==> src/logic/tsas_consts.vh <==
// constants of the touch scan sequencer: register map, fields, codes, timing
// assumes a 20 MHz system clock and a 4-bit word-indexed register port
`ifndef TSAS_CONSTS_VH
`define TSAS_CONSTS_VH

// ****************************************************************
// timing
// ****************************************************************
`define TSAS_CLK_PERIOD_NS  50
`define TSAS_T_TOUCH_OVH_NS 2125
`define TSAS_T_PORT_OVH_NS  2625
`define TSAS_T_CONV_TAIL_NS 4400
`define TSAS_CYC(ns)        (((ns) + `TSAS_CLK_PERIOD_NS - 1) / `TSAS_CLK_PERIOD_NS)

// ****************************************************************
// register indices
// ****************************************************************
`define TSAS_REG_CTRL      4'h0
`define TSAS_REG_STATUS    4'h1
`define TSAS_REG_INT_STAT  4'h2
`define TSAS_REG_INT_MASK  4'h3
`define TSAS_REG_PVS       4'h4
`define TSAS_REG_REF_DLY   4'h5
`define TSAS_REG_RES_BASE  4'h6
`define TSAS_NUM_RESULTS   10

// ****************************************************************
// fields and reset values
// ****************************************************************
`define TSAS_CTRL_FUNC     3:0
`define TSAS_CTRL_RES      5:4
`define TSAS_CTRL_AVG      7:6
`define TSAS_CTRL_REF_DEM  8
`define TSAS_CTRL_W        9
`define TSAS_CTRL_RST      9'h000
`define TSAS_PVS_RST       16'h0064
`define TSAS_REF_DLY_RST   16'h0064
`define TSAS_INT_PEN       0
`define TSAS_INT_DONE      1
`define TSAS_INT_ABORT     2

// ****************************************************************
// function codes written to the control field
// ****************************************************************
`define TSAS_F_NONE   4'h0
`define TSAS_F_XY     4'h1
`define TSAS_F_XYZ    4'h2
`define TSAS_F_X      4'h3
`define TSAS_F_Y      4'h4
`define TSAS_F_Z      4'h5
`define TSAS_F_DRV_X  4'h6
`define TSAS_F_DRV_Y  4'h7
`define TSAS_F_DRV_Z  4'h8
`define TSAS_F_BAT_A  4'h9
`define TSAS_F_BAT_B  4'hA
`define TSAS_F_AUX_A  4'hB
`define TSAS_F_AUX_B  4'hC
`define TSAS_F_TEMP_L 4'hD
`define TSAS_F_TEMP_H 4'hE

// ****************************************************************
// channel codes, also result slot numbers
// ****************************************************************
`define TSAS_CH_X     4'h0
`define TSAS_CH_Y     4'h1
`define TSAS_CH_PRS_A 4'h2
`define TSAS_CH_PRS_B 4'h3
`define TSAS_CH_BAT_A 4'h4
`define TSAS_CH_BAT_B 4'h5
`define TSAS_CH_AUX_A 4'h6
`define TSAS_CH_AUX_B 4'h7
`define TSAS_CH_TMP_L 4'h8
`define TSAS_CH_TMP_H 4'h9

`endif

==> src/logic/tsas_scan_seq.v <==
// touch screen / port measurement conversion sequencer
// assumes a synchronous register port, analog pins asynchronous to clk
`timescale 1ns/100ps
`default_nettype none
`include "tsas_consts.vh"

// Notes on behaviour
// - pen irq low on touch; host control write picks the single function to convert
// - single y request releases pen irq, starts clock, turns on y drivers
// - after stabilization delay power adc, convert, repeat until averaging done
// - result stored in its data register before completion is signalled
// - on completion power adc down, pull ready low, then stop clock
// - touch coordinate takes 2.125 us + stabilization + per average bits + 4.4 us
// - first temperature reading biases diode at low 20 uA current
// - second temperature reading uses 82 times bias, stored separately
// - battery a divided by four, battery b divided by two
// - battery divider enabled only while that input is sampled
// - port measurement takes 2.625 us + reference delay + per average term
// - reference powered on demand when selected; delay included in timing
// - auxiliary inputs follow battery sequence with no divider
// - results right-justified in 16-bit word, upper bits zero
module tsas_scan_seq
(
  input  wire        clk,
  input  wire        sys_rst,
  input  wire [3:0]  regAddr,
  input  wire [15:0] regWrData,
  input  wire        regWr,
  input  wire        regRd,
  output reg  [15:0] regRdData,
  input  wire        penDetect,
  input  wire        convClk,
  input  wire [11:0] adcSample,
  output reg         penTouchIrqN,
  output reg         resultReadyN,
  output reg         irq,
  output reg         oscRun,
  output reg         adcPowerUp,
  output reg  [3:0]  adcChan,
  output reg  [3:0]  panelDrv,
  output reg         tempBiasLow,
  output reg         tempBiasHigh,
  output reg         batDivA,
  output reg         batDivB,
  output reg         refPowerUp,
  output reg         busy
);
  // ****************************************************************
  // timing counts and states
  // ****************************************************************
  localparam integer TOUCH_OVH_I = `TSAS_CYC(`TSAS_T_TOUCH_OVH_NS);
  localparam integer PORT_OVH_I  = `TSAS_CYC(`TSAS_T_PORT_OVH_NS);
  localparam integer TAIL_CYC_I  = `TSAS_CYC(`TSAS_T_CONV_TAIL_NS);
  localparam [15:0]  TOUCH_OVH   = TOUCH_OVH_I[15:0];
  localparam [15:0]  PORT_OVH    = PORT_OVH_I[15:0];
  localparam [15:0]  TAIL_CYC    = TAIL_CYC_I[15:0];

  localparam [6:0] S_IDLE   = 7'h01;
  localparam [6:0] S_START  = 7'h02;
  localparam [6:0] S_OVH    = 7'h04;
  localparam [6:0] S_SETTLE = 7'h08;
  localparam [6:0] S_CONV   = 7'h10;
  localparam [6:0] S_TAIL   = 7'h20;
  localparam [6:0] S_STORE  = 7'h40;

  // ****************************************************************
  // synchronisers
  // ****************************************************************
  wire        penFlag;
  wire        penRise;
  wire        convRise;
  wire [11:0] adcSync;

  tsas_sync_edge #(.W(1)) uPen
  (
    .clk     (clk),
    .sys_rst (sys_rst),
    .asyncIn (penDetect),
    .syncOut (penFlag),
    .riseOut (penRise)
  );

  tsas_sync_edge #(.W(1)) uConvClk
  (
    .clk     (clk),
    .sys_rst (sys_rst),
    .asyncIn (convClk),
    .syncOut (),
    .riseOut (convRise)
  );

  tsas_sync_edge #(.W(12)) uAdc
  (
    .clk     (clk),
    .sys_rst (sys_rst),
    .asyncIn (adcSample),
    .syncOut (adcSync),
    .riseOut ()
  );

  // ****************************************************************
  // registers
  // ****************************************************************
  reg [`TSAS_CTRL_W-1:0] ctrl_r;
  reg [15:0]             pvs_r;
  reg [15:0]             refDly_r;
  reg [2:0]              intStat_r;
  reg [2:0]              intMask_r;
  reg [15:0]             resultMem [0:`TSAS_NUM_RESULTS-1];
  reg [6:0]              state_r;
  reg [3:0]              func_r;
  reg [1:0]              step_r;
  reg [15:0]             cnt_r;
  reg [4:0]              avgCnt_r;
  reg [15:0]             acc_r;
  reg [2:0]              intSet_r;
  reg                    stopClk_r;
  integer                i;

  wire       cmdWr    = regWr && (regAddr == `TSAS_REG_CTRL);
  wire [3:0] cmdFunc  = regWrData[`TSAS_CTRL_FUNC];
  wire [1:0] resCode  = ctrl_r[`TSAS_CTRL_RES];
  wire [1:0] avgCode  = ctrl_r[`TSAS_CTRL_AVG];
  wire [3:0] nBits    = (resCode == 2'h1) ? 4'h8 : (resCode == 2'h2) ? 4'hA : 4'hC;
  wire [3:0] resShift = 4'hC - nBits;
  wire [4:0] nAvg     = (avgCode == 2'h0) ? 5'h01 : (avgCode == 2'h1) ? 5'h04 :
                        (avgCode == 2'h2) ? 5'h08 : 5'h10;
  wire [2:0] avgShift = (avgCode == 2'h0) ? 3'h0 : (avgCode == 2'h1) ? 3'h2 :
                        (avgCode == 2'h2) ? 3'h3 : 3'h4;
  wire       isTouch  = (func_r >= `TSAS_F_XY) && (func_r <= `TSAS_F_Z);
  wire       cmdTouch = (cmdFunc >= `TSAS_F_XY) && (cmdFunc <= `TSAS_F_DRV_Z);
  wire       cmdDrv   = (cmdFunc >= `TSAS_F_DRV_X) && (cmdFunc <= `TSAS_F_DRV_Z);
  wire       cmdValid = (cmdFunc != `TSAS_F_NONE) && (cmdFunc <= `TSAS_F_TEMP_H);
  wire       isBat    = (func_r == `TSAS_F_BAT_A) || (func_r == `TSAS_F_BAT_B);
  wire [15:0] sampleR = {4'h0, adcSync >> resShift};
  wire [15:0] accNxt  = acc_r + sampleR;

  // ****************************************************************
  // sequence tables
  // ****************************************************************
  function [3:0] chanOf;
    input [3:0] f;
    input [1:0] s;
    begin
      case (f)
        `TSAS_F_XY:     chanOf = (s == 2'h0) ? `TSAS_CH_Y : `TSAS_CH_X;
        `TSAS_F_XYZ:    chanOf = (s == 2'h0) ? `TSAS_CH_Y : (s == 2'h1) ? `TSAS_CH_X :
                                 (s == 2'h2) ? `TSAS_CH_PRS_A : `TSAS_CH_PRS_B;
        `TSAS_F_X:      chanOf = `TSAS_CH_X;
        `TSAS_F_Y:      chanOf = `TSAS_CH_Y;
        `TSAS_F_Z:      chanOf = (s == 2'h0) ? `TSAS_CH_PRS_A : `TSAS_CH_PRS_B;
        `TSAS_F_BAT_A:  chanOf = `TSAS_CH_BAT_A;
        `TSAS_F_BAT_B:  chanOf = `TSAS_CH_BAT_B;
        `TSAS_F_AUX_A:  chanOf = `TSAS_CH_AUX_A;
        `TSAS_F_AUX_B:  chanOf = `TSAS_CH_AUX_B;
        `TSAS_F_TEMP_L: chanOf = `TSAS_CH_TMP_L;
        default:        chanOf = `TSAS_CH_TMP_H;
      endcase
    end
  endfunction

  // drivers {x+, x-, y+, y-} for a touch channel
  function [3:0] drvOf;
    input [3:0] c;
    begin
      case (c)
        `TSAS_CH_X:  drvOf = 4'hC;
        `TSAS_CH_Y:  drvOf = 4'h3;
        `TSAS_CH_PRS_A: drvOf = 4'h6;
        `TSAS_CH_PRS_B: drvOf = 4'h6;
        default:     drvOf = 4'h0;
      endcase
    end
  endfunction

  wire [1:0] lastStep = (func_r == `TSAS_F_XY) ? 2'h1 : (func_r == `TSAS_F_XYZ) ? 2'h3 :
                        (func_r == `TSAS_F_Z) ? 2'h1 : 2'h0;
  wire [3:0] curChan  = chanOf(func_r, step_r);
  wire       lastAvg  = (state_r == S_TAIL) && (cnt_r <= 16'h0001) && (avgCnt_r == nAvg - 5'h01);

  // ****************************************************************
  // sequencer
  // ****************************************************************
  always @(posedge clk or posedge sys_rst)
  begin
    if (sys_rst)
    begin
      state_r      <= S_IDLE;
      func_r       <= `TSAS_F_NONE;
      step_r       <= 2'h0;
      cnt_r        <= 16'h0000;
      avgCnt_r     <= 5'h00;
      acc_r        <= 16'h0000;
      intSet_r     <= 3'h0;
      stopClk_r    <= 1'b0;
      penTouchIrqN <= 1'b1;
      resultReadyN <= 1'b1;
      oscRun       <= 1'b0;
      adcPowerUp   <= 1'b0;
      adcChan      <= 4'h0;
      panelDrv     <= 4'h0;
      tempBiasLow  <= 1'b0;
      tempBiasHigh <= 1'b0;
      batDivA      <= 1'b0;
      batDivB      <= 1'b0;
      refPowerUp   <= 1'b0;
      busy         <= 1'b0;
    end
    else
    begin
      intSet_r <= {2'h0, penRise};
      if (stopClk_r)
      begin
        oscRun    <= 1'b0;
        stopClk_r <= 1'b0;
      end
      if (regRd && (regAddr >= `TSAS_REG_RES_BASE))
        resultReadyN <= 1'b1;
      case (state_r)
        S_IDLE:
        begin
          busy         <= 1'b0;
          penTouchIrqN <= ~penFlag;
          if (cmdWr && cmdValid)
          begin
            resultReadyN <= 1'b1;
            func_r       <= cmdFunc;
            step_r       <= 2'h0;
            if (cmdTouch && !penFlag)
              intSet_r[`TSAS_INT_ABORT] <= 1'b1;
            else if (cmdDrv)
              panelDrv <= drvOf(cmdFunc - `TSAS_F_DRV_X);
            else
            begin
              penTouchIrqN <= 1'b1;
              oscRun       <= 1'b1;
              busy         <= 1'b1;
              state_r      <= S_START;
            end
          end
        end
        S_START:
        begin
          adcChan      <= curChan;
          panelDrv     <= drvOf(isTouch ? curChan : 4'hF);
          tempBiasLow  <= (curChan == `TSAS_CH_TMP_L);
          tempBiasHigh <= (curChan == `TSAS_CH_TMP_H);
          refPowerUp   <= !isTouch && ctrl_r[`TSAS_CTRL_REF_DEM];
          cnt_r        <= isTouch ? TOUCH_OVH : PORT_OVH;
          state_r      <= S_OVH;
        end
        S_OVH:
        begin
          cnt_r <= cnt_r - 16'h0001;
          if (cnt_r <= 16'h0001)
          begin
            cnt_r   <= isTouch ? pvs_r : refDly_r;
            state_r <= S_SETTLE;
          end
        end
        S_SETTLE:
        begin
          cnt_r <= cnt_r - 16'h0001;
          if (cnt_r <= 16'h0001)
          begin
            adcPowerUp <= 1'b1;
            cnt_r      <= 16'h0000;
            avgCnt_r   <= 5'h00;
            acc_r      <= 16'h0000;
            batDivA    <= (curChan == `TSAS_CH_BAT_A);
            batDivB    <= (curChan == `TSAS_CH_BAT_B);
            state_r    <= S_CONV;
          end
        end
        S_CONV:
        begin
          if (convRise)
          begin
            cnt_r <= cnt_r + 16'h0001;
            if (cnt_r[3:0] == nBits - 4'h1)
            begin
              batDivA <= 1'b0;
              batDivB <= 1'b0;
              cnt_r   <= TAIL_CYC;
              state_r <= S_TAIL;
            end
          end
        end
        S_TAIL:
        begin
          cnt_r <= cnt_r - 16'h0001;
          if (cnt_r <= 16'h0001)
          begin
            acc_r    <= accNxt;
            avgCnt_r <= avgCnt_r + 5'h01;
            cnt_r    <= 16'h0000;
            if (avgCnt_r == nAvg - 5'h01)
            begin
              adcPowerUp <= 1'b0;
              state_r    <= S_STORE;
            end
            else
            begin
              batDivA <= isBat && (curChan == `TSAS_CH_BAT_A);
              batDivB <= isBat && (curChan == `TSAS_CH_BAT_B);
              state_r <= S_CONV;
            end
          end
        end
        S_STORE:
        begin
          adcPowerUp <= 1'b0;
          if (step_r != lastStep && !(isTouch && !penFlag))
          begin
            step_r  <= step_r + 2'h1;
            state_r <= S_START;
          end
          else
          begin
            panelDrv     <= 4'h0;
            tempBiasLow  <= 1'b0;
            tempBiasHigh <= 1'b0;
            refPowerUp   <= 1'b0;
            stopClk_r    <= 1'b1;
            state_r      <= S_IDLE;
            if (step_r != lastStep)
              intSet_r[`TSAS_INT_ABORT] <= 1'b1;
            else
            begin
              resultReadyN             <= 1'b0;
              intSet_r[`TSAS_INT_DONE] <= 1'b1;
            end
          end
        end
        default:
          state_r <= S_IDLE;
      endcase
    end
  end

  // result lands one edge before ready falls; slots read zero after reset
  always @(posedge clk or posedge sys_rst)
  begin
    if (sys_rst)
    begin
      for (i = 0; i < `TSAS_NUM_RESULTS; i = i + 1)
        resultMem[i] <= 16'h0000;
    end
    else if (lastAvg)
      resultMem[curChan] <= accNxt >> avgShift;
  end

  // ****************************************************************
  // register port and interrupt
  // ****************************************************************
  wire [3:0] resIdx = regAddr - `TSAS_REG_RES_BASE;

  always @(posedge clk or posedge sys_rst)
  begin
    if (sys_rst)
    begin
      ctrl_r    <= `TSAS_CTRL_RST;
      pvs_r     <= `TSAS_PVS_RST;
      refDly_r  <= `TSAS_REF_DLY_RST;
      intStat_r <= 3'h0;
      intMask_r <= 3'h0;
      regRdData <= 16'h0000;
      irq       <= 1'b0;
    end
    else
    begin
      if (regWr && (state_r == S_IDLE))
      begin
        if (regAddr == `TSAS_REG_CTRL)
          ctrl_r <= regWrData[`TSAS_CTRL_W-1:0];
        if (regAddr == `TSAS_REG_PVS)
          pvs_r <= regWrData;
        if (regAddr == `TSAS_REG_REF_DLY)
          refDly_r <= regWrData;
      end
      if (regWr && (regAddr == `TSAS_REG_INT_MASK))
        intMask_r <= regWrData[2:0];
      if (regWr && (regAddr == `TSAS_REG_INT_STAT))
        intStat_r <= (intStat_r & ~regWrData[2:0]) | intSet_r;
      else
        intStat_r <= intStat_r | intSet_r;
      irq <= |(intStat_r & intMask_r);
      regRdData <= 16'h0000;
      if (regRd)
      begin
        case (regAddr)
          `TSAS_REG_CTRL:     regRdData <= {7'h00, ctrl_r};
          `TSAS_REG_STATUS:   regRdData <= {13'h0000, ~resultReadyN, busy, penFlag};
          `TSAS_REG_INT_STAT: regRdData <= {13'h0000, intStat_r};
          `TSAS_REG_INT_MASK: regRdData <= {13'h0000, intMask_r};
          `TSAS_REG_PVS:      regRdData <= pvs_r;
          `TSAS_REG_REF_DLY:  regRdData <= refDly_r;
          default:            regRdData <= resultMem[resIdx];
        endcase
      end
    end
  end
endmodule
`default_nettype wire

==> src/logic/tsas_sync_edge.v <==
// two-flop synchroniser with rising-edge detect behind it
// assumes inputs asynchronous to clk
`timescale 1ns/100ps
`default_nettype none
module tsas_sync_edge
#(
  parameter W = 1
)
(
  input  wire         clk,
  input  wire         sys_rst,
  input  wire [W-1:0] asyncIn,
  output wire [W-1:0] syncOut,
  output wire [W-1:0] riseOut
);
  reg [W-1:0] meta_r;
  reg [W-1:0] sync_r;
  reg [W-1:0] prev_r;

  always @(posedge clk or posedge sys_rst)
  begin
    if (sys_rst)
    begin
      meta_r <= {W{1'b0}};
      sync_r <= {W{1'b0}};
      prev_r <= {W{1'b0}};
    end
    else
    begin
      meta_r <= asyncIn;
      sync_r <= meta_r;
      prev_r <= sync_r;
    end
  end

  assign syncOut = sync_r;
  assign riseOut = sync_r & ~prev_r;
endmodule
`default_nettype wire

==> config.mk <==
export PLATFORM = sky130hd
export DESIGN_NAME = tsas_scan_seq
export DESIGN_NICKNAME = d
export VERILOG_FILES = /design/src/logic/tsas_scan_seq.v /design/src/logic/tsas_sync_edge.v
export VERILOG_INCLUDE_DIRS = /design/src /design/src/logic
export SDC_FILE = /design/constraint.sdc
export NUM_CORES = 1
export LEC_CHECK = 0
export ABC_CLOCK_PERIOD_IN_PS = 8400
export BUFFER_PORTS_ARGS = -buffer_cell sky130_fd_sc_hd__buf_2
export CAP_MARGIN = 20
export CELL_PAD_IN_SITES_DETAIL_PLACEMENT = 1
export CELL_PAD_IN_SITES_GLOBAL_PLACEMENT = 1
export CORE_AREA = 2 2 223 225
export CTS_CLUSTER_SIZE = 10
export DETAILED_ROUTE_END_ITERATION = 10
export DIE_AREA = 0 0 225 227
export GPL_TIMING_DRIVEN = 0
export MAX_ROUTING_LAYER = met4
export PLACE_DENSITY = 0.68
export SLEW_MARGIN = 10
export SYNTH_ARGS = -nofsm -noshare
export SYNTH_HDL_FRONTEND = slang
export SYNTH_SLANG_ARGS = --single-unit
==> constraint.sdc <==
create_clock -name clk -period 8.4 [get_ports clk]
set_clock_uncertainty 0.05 [all_clocks]
set_input_delay 0 -clock clk [delete_from_list [all_inputs] [get_ports clk]]
set_output_delay 0 -clock clk [all_outputs]
set_load 0.02 [all_outputs]
Word-level counts from Yosys, hierarchy flattened
Index checks and enable logic that the tools add are counted.

storage, ports and cells
  input port bits = 38
  bits in registers = 326

operators by class
  multiplexer cells = 104
  reductions and logical operators = 52
  shift operators = 2
  eq/ne operators = 54
  bitwise gates (word level) = 13
  add/subtract/negate cells = 10
  magnitude comparators = 11

operator list
  operator               count
  $mux 16                11
  $bwmux 160             1
  $pmux 16 s6            1
  $bmux 16 s4            1
  $demux 16 s4           1
  $pmux 16 s4            1
  $mux 7                 9
  $pmux 7 s7             1
  $pmux 4 s10            1
  $mux 1                 38
  $pmux 4 s3             3
  $eq 4x2->1 const B     8
  $pmux 16 s2            1
  $mux 5                 6
  $eq 4x4->1 const B     7
  $eq 4x3->1 const B     6
  $ne 2x2->1 const B     11
  $mux 4                 5
  $logic_and 1x1->1      19
  $mux 3                 6
  $add 16x1->16 const B  1
  $add 16x12->16         1
  $eq 4x1->1 const B     4
  $le 16x1->1 const B    1
  54 further kinds       102

Longest topological paths before layout
  depth in word-level cells = 11
  mapped depth = 20

Hierarchy
A second synthesis with hierarchy kept.

second synthesis, totals
  cells, all modules = 1,747
  area, all modules = 17,793.3 µm²

by module, submodules not included
  module                         times used  area each (µm²)  cells an instance
  tsas_scan_seq                  1           16,538.4         1,688
  tsas_sync_edge (uAdc)          1           1,069.8          49
  tsas_sync_edge (uConvClk ...)  2           92.6             5

Least setup slack after synthesis
Ideal clock, no wire load.

  path kind = register to register
  start point = reg ctrl_r[4]
  end point = reg resultMem[137] (netlist name)
  period minus slack after synthesis = 4,189 ps
  data required time = 8,284 ps
  cell stages (with the launch flop) = 20
  path slack = 4,211 ps
  path buffers = 2
  data arrival time = 4,073 ps
  cells stage by stage = dfrtp_1 -> inv_1 -> ha_1 -> clkbuf_1 -> nand2_1 -> mux4_2 -> inv_1 -> o22ai_1 -> ha_1 -> inv_1 -> fa_1 -> nand2b_1 -> a21oi_1 -> o211a_1 -> or2_1 -> clkbuf_1 -> xnor2_1 -> mux4_2 -> a22oi_1 -> mux2_2

on the way
  longest elaborated chain between the ends = 8
  elaborated cells on any way between the ends = 9
  those cells by class = add/sub: 2; eq/ne: 2; shift: 2; mux: 3

ends and longest elaborated chain
  element                         line                 text
  start: declaration              tsas_scan_seq.v:104  reg [`TSAS_CTRL_W-1:0] ctrl_r;
  start signal: assignment        tsas_scan_seq.v:362  ctrl_r <= `TSAS_CTRL_RST;
  start signal: assignment        tsas_scan_seq.v:375  ctrl_r <= regWrData[`TSAS_CTRL_W-1:0];
  $eq 2x2->1                      tsas_scan_seq.v:124  wire [3:0] nBits = (resCode == 2'h1) ? 4'h8 : (resCode == 2'h2) ? 4'hA : 4'hC;
  $mux 3                          tsas_scan_seq.v:124
  $mux 3 (*)                      tsas_scan_seq.v:124
  $sub 4x4->4 (*)                 tsas_scan_seq.v:125  wire [3:0] resShift = 4'hC - nBits;
  $shr 12x4->12 (*)               tsas_scan_seq.v:135  wire [15:0] sampleR = {4'h0, adcSync >> resShift};
  $add 16x12->16 (*)              tsas_scan_seq.v:136  wire [15:0] accNxt = acc_r + sampleR;
  $shr 16x3->16 (*)               tsas_scan_seq.v:350  resultMem[curChan] <= accNxt >> avgShift;
  $bwmux 160 (*)                  tsas_scan_seq.v:350
  end signal: indexed assignment  tsas_scan_seq.v:350
  end: declaration                tsas_scan_seq.v:109  reg [15:0] resultMem [0:`TSAS_NUM_RESULTS-1];

Every way passes the cells marked *; elsewhere a longest branch is shown, timed or not.
A chain may end at the register's enable or synchronous reset.

Worst setup path in the final report
  start point = reg ctrl_r[4]
  end point = reg resultMem[120] (netlist name)

The elaborated chain is that of the path after synthesis.

==> out/summary.json <==
{
  "finish": {
    "final_net_count": 1845,
    "diodes": 0,
    "share_of_final_layout_standard_cells_stronger_than_drive_strength_1_pct": 18.40,
    "fraction_of_the_core_area_covered_by_cells_at_the_end_of_the_flow_pct": 40.98,
    "flow.area_growth_from_synthesis_pct": 17.73
  },
  "place": {
    "port-buffer-count": 71,
    "dp_hpwl_mm": 39.83,
    "place.gp.congestion": 0.8614
  },
  "cts": {
    "cts.clk_slew.worst_paths_ns": 0.05,
    "clock_path_buffers": 3,
    "cts-hold-fix-buffers": 41,
    "cts_root_buf": "sky130_fd_sc_hd__clkbuf_16",
    "clkSinkCount": 326,
    "tritoncts_clock_tree": "built",
    "post_cts.resized_instances": 0,
    "cts_buffers": 40,
    "insertion_delay_to_the_later_sink_of_the_worst_skew_pair_ns": 0.58,
    "cts_h_tree_depth": 2,
    "post_cts_setup_buffer_count": 0
  },
  "timing": {
    "grt_setup_unrepaired": "no",
    "slew_violations": 0,
    "setup_total_negative_slack_ns": 0,
    "max_freq_mhz": 183.3,
    "worst_pin_slew_ns": 1.162,
    "final_min_period_over_clock_period_pct": 64.93,
    "period_minus_slack_ns": 5.455,
    "timing.final.setup_violations": 0,
    "max_transition_margin_pct": 22.52,
    "final-hold-violation-count": 0
  },
  "route": {
    "route.detailed.vias_per_inst": 5.575,
    "avgRoutedWirePerCell_um": 22.27,
    "wl_mm": 53.90,
    "detail_route.drc_violations": 0,
    "drt_first_iter_violations": 854,
    "ant_nets": 0,
    "detailroute.via_count": 13500,
    "firstDrtPassIters": 6
  },
  "worst_setup_path": {
    "cp_max_fo": 10,
    "endpoint_kind": "register",
    "cp_data_arrival_time_ns": 5.91,
    "crit_required_ns": 8.85,
    "critical_path.startpoint_type": "register",
    "worst-setup-path-type": "reg2reg"
  },
  "global_route": {
    "first_global_vias": 14370,
    "grt_remaining_overflow": 0,
    "grt_pass1_wl_mm": 85.48,
    "antenna_violations_before_repair": 0,
    "globalRouteTotalUtil_pct": 22.31,
    "grt_max_degree": 40
  },
  "die": {
    "die_area_mm2": 0.05108,
    "num_io_pins": 73,
    "num_rows": 81,
    "die_h_um": 227,
    "core_area_mm2": 0.04855,
    "start_util_pct": 34.81,
    "die_w_um": 225
  },
  "min_path": {
    "min-delay-path-class": "in2reg"
  },
  "pwr": {
    "power.density_mw_per_mm2": 286.1,
    "p_clk_share_pct": 28.1,
    "irDropWorstVdd_mv": 0.1577,
    "power_switching_uw": 2305,
    "leakage_uw": 0.008905,
    "post-layout-total-power_uw": 5692,
    "share_seq_of_total_power_pct": 33.4,
    "cellInternalPower_uw": 3387,
    "combinationalPowerShare_pct": 38.6,
    "power_switching_share_pct": 40.49
  },
  "synth": {
    "synth-edff-count": 0,
    "syn_nets": 1677,
    "avgSynthCellArea_um2": 10.50,
    "syn-instance-count": 1609,
    "synth_seq_area_share_pct": 48.34,
    "yosysUniqueCellTypes": 81,
    "ys_ff_latch": 326,
    "yosysWarnings": 0,
    "synthArstFlopShare_pct": 100.0,
    "primary_ff_master_synth": "sky130_fd_sc_hd__dfrtp_1",
    "synthesis.area_mm2": 0.01690
  },
  "run_status": {
    "outcome": "complete, no violations"
  },
  "flow_run": {
    "maxCapViolations": 0
  }
}
[cell type report]
class,instances,area (µm²)
inverters,39,150.1
clock buffers,58,1109
clock inverters,6,62.56
repair buffers,126,1036
well taps,622,778.2
fillers,5400,28650
multi-input cells,1137,8150
plain buffers,107,439.2
flip-flops and latches,326,8169
[placed cells by master (no fill, tap or decap), types with 12 or more instances in the layout]
cell / instances
sky130_fd_sc_hd__buf_2: 77
sky130_fd_sc_hd__nor2_1: 95
sky130_fd_sc_hd__inv_1: 38
sky130_fd_sc_hd__nand3_1: 55
sky130_fd_sc_hd__or3_1: 13
sky130_fd_sc_hd__mux4_2: 38
sky130_fd_sc_hd__a22oi_1: 15
sky130_fd_sc_hd__nand2_1: 191
sky130_fd_sc_hd__clkbuf_1: 99
sky130_fd_sc_hd__xor2_1: 13
sky130_fd_sc_hd__nor2b_1: 14
sky130_fd_sc_hd__o21ai_1: 16
sky130_fd_sc_hd__clkbuf_16: 40
sky130_fd_sc_hd__a22o_1: 14
sky130_fd_sc_hd__a222oi_1: 14
sky130_fd_sc_hd__dfrtp_1: 317
sky130_fd_sc_hd__xnor2_1: 17
sky130_fd_sc_hd__o22ai_1: 12
sky130_fd_sc_hd__o21ai_0: 100
sky130_fd_sc_hd__mux2i_1: 33
sky130_fd_sc_hd__dlygate4sd3_1: 41
sky130_fd_sc_hd__nor3_1: 36
sky130_fd_sc_hd__a31oi_1: 16
sky130_fd_sc_hd__nand2b_1: 14
sky130_fd_sc_hd__ha_1: 29
sky130_fd_sc_hd__and3_1: 15
sky130_fd_sc_hd__a211oi_1: 13
sky130_fd_sc_hd__mux2_2: 118
sky130_fd_sc_hd__a21oi_1: 96
sky130_fd_sc_hd__and2_1: 13
sky130_fd_sc_hd__mux2_1: 27
[Yosys cell counts, types with 15 or more instances]
cell type,number,share of area [%]
sky130_fd_sc_hd__a22oi_1,15,0.67
sky130_fd_sc_hd__mux2_2,118,7.9
sky130_fd_sc_hd__a21oi_1,96,2.8
sky130_fd_sc_hd__mux4_2,38,5.1
sky130_fd_sc_hd__clkbuf_1,85,1.9
sky130_fd_sc_hd__dfrtp_1,317,47
sky130_fd_sc_hd__mux2i_1,33,2.0
sky130_fd_sc_hd__and3_1,15,0.56
sky130_fd_sc_hd__mux2_1,27,1.8
sky130_fd_sc_hd__o21ai_0,100,3.0
sky130_fd_sc_hd__xnor2_1,17,0.88
sky130_fd_sc_hd__a31oi_1,16,0.59
sky130_fd_sc_hd__o21ai_1,16,0.47
sky130_fd_sc_hd__ha_1,29,2.1
sky130_fd_sc_hd__nand2_1,191,4.2
sky130_fd_sc_hd__nor2_1,95,2.1
sky130_fd_sc_hd__inv_1,39,0.87
sky130_fd_sc_hd__nand3_1,55,1.6
sky130_fd_sc_hd__nor3_1,36,1.1
[worst max-delay path, stage by stage (launching register included)]
cell                       delay, ns
sky130_fd_sc_hd__dfrtp_1        0.42
sky130_fd_sc_hd__inv_1          0.11
sky130_fd_sc_hd__ha_1           0.24
sky130_fd_sc_hd__buf_1          0.49
sky130_fd_sc_hd__mux2i_1        0.20
sky130_fd_sc_hd__a211oi_1       0.33
sky130_fd_sc_hd__ha_1           0.34
sky130_fd_sc_hd__and2_1         0.22
sky130_fd_sc_hd__a221oi_1       0.59
sky130_fd_sc_hd__a21oi_1        0.21
sky130_fd_sc_hd__o21ai_1        0.30
sky130_fd_sc_hd__xnor2_1        0.35
sky130_fd_sc_hd__o21ai_0        0.22
sky130_fd_sc_hd__a221oi_1       1.00
sky130_fd_sc_hd__mux2_2         0.32
[state kept, by name (all words and copies together) (netlist names), 2 cells and up]
name and flops:
acc_r 16, adcChan 4, avgCnt_r 5, cnt_r 16, ctrl_r 9, func_r 4
intMask_r 3, intSet_r 3, intStat_r 3, panelDrv 4, pvs_r 16, refDly_r 16
regRdData 16, resultMem 160, state_r 7, step_r 2, uAdc.meta_r 12, uAdc.syncOut 12
[worst paths after layout]
| check | from | endpoint | slack, ns | depth (start not counted) |
|---|---|---|---|---|
| max reg2reg | ctrl_r[4] | resultMem[120] | 2.95 | 14 |
| min | adcSample[1] | uAdc.meta_r[1] | 0.03 | 2 |
| min in group asynchronous | sys_rst | cnt_r[11] | 0.56 | 4 |
| min reg2reg | uAdc.meta_r[3] | uAdc.syncOut[3] | 0.29 | 0 |
| max in group asynchronous | sys_rst | resultMem[33] | 6.48 | 8 |
| max | ctrl_r[4] | resultMem[120] | 2.95 | 14 |
[cell families (layout without fill, tap and decap cells)]
logic type / count (synthesis) / in the layout / synth area share (%)
flip-flops: 326 / 326 / 48.34
multiplexers: 216 / 216 / 16.68
AND/OR/NAND/NOR: 491 / 491 / 13.85
adder cells (fa/ha/maj): 30 / 30 / 2.266
AO/OA/AOI/OAI: 370 / 370 / 13.84
buffers and inverters: 146 / 336 / 3.465
XOR/XNOR: 30 / 30 / 1.555
[metrics by stage]
stage / setup WS (ns) / instance area, µm² / std cells / hold slack (ns)
6_report: 2.945 / 19890 / 2421 / 0.02577
3_5_place_dp: 2.953 / 18310 / 2315 / 0.02981
3_3_place_gp: 2.037 / 18040 / 2302 / 0.06043
2_1_floorplan: 4.007 / 16900 / 1609 / -0.01857
4_1_cts: 2.925 / 19890 / 2420 / 0.0001482
5_1_grt: 2.495 / 19890 / 2421 / 0.02098
[power groups by stage]
stage	Combinational [µW]	Sequential, µW	Clock (µW)
detailed placement	2160	1920	0
finish	2200	1900	1600
global route	2420	1920	1700
floorplan	1430	1910	0
global placement	2090	1910	0
CTS	2180	1890	1640
[metal layers]
| layer | part of all wire [%] | vias up | GRT usage [%] | wire length (µm) |
|---|---|---|---|---|
| met1 | 44 | 6962 | 28.29 | 23610 |
| met4 | 3.0 | 0 | 6.836 | 1639 |
| li1 | - | 6157 | - | - |
| met5 | 0 | - | - | 0 |
| met2 | 49 | 292 | 37.03 | 26360 |
| met3 | 4.2 | 85 | 3.317 | 2289 |
Note: power is estimated with default switching activity, not from simulation.
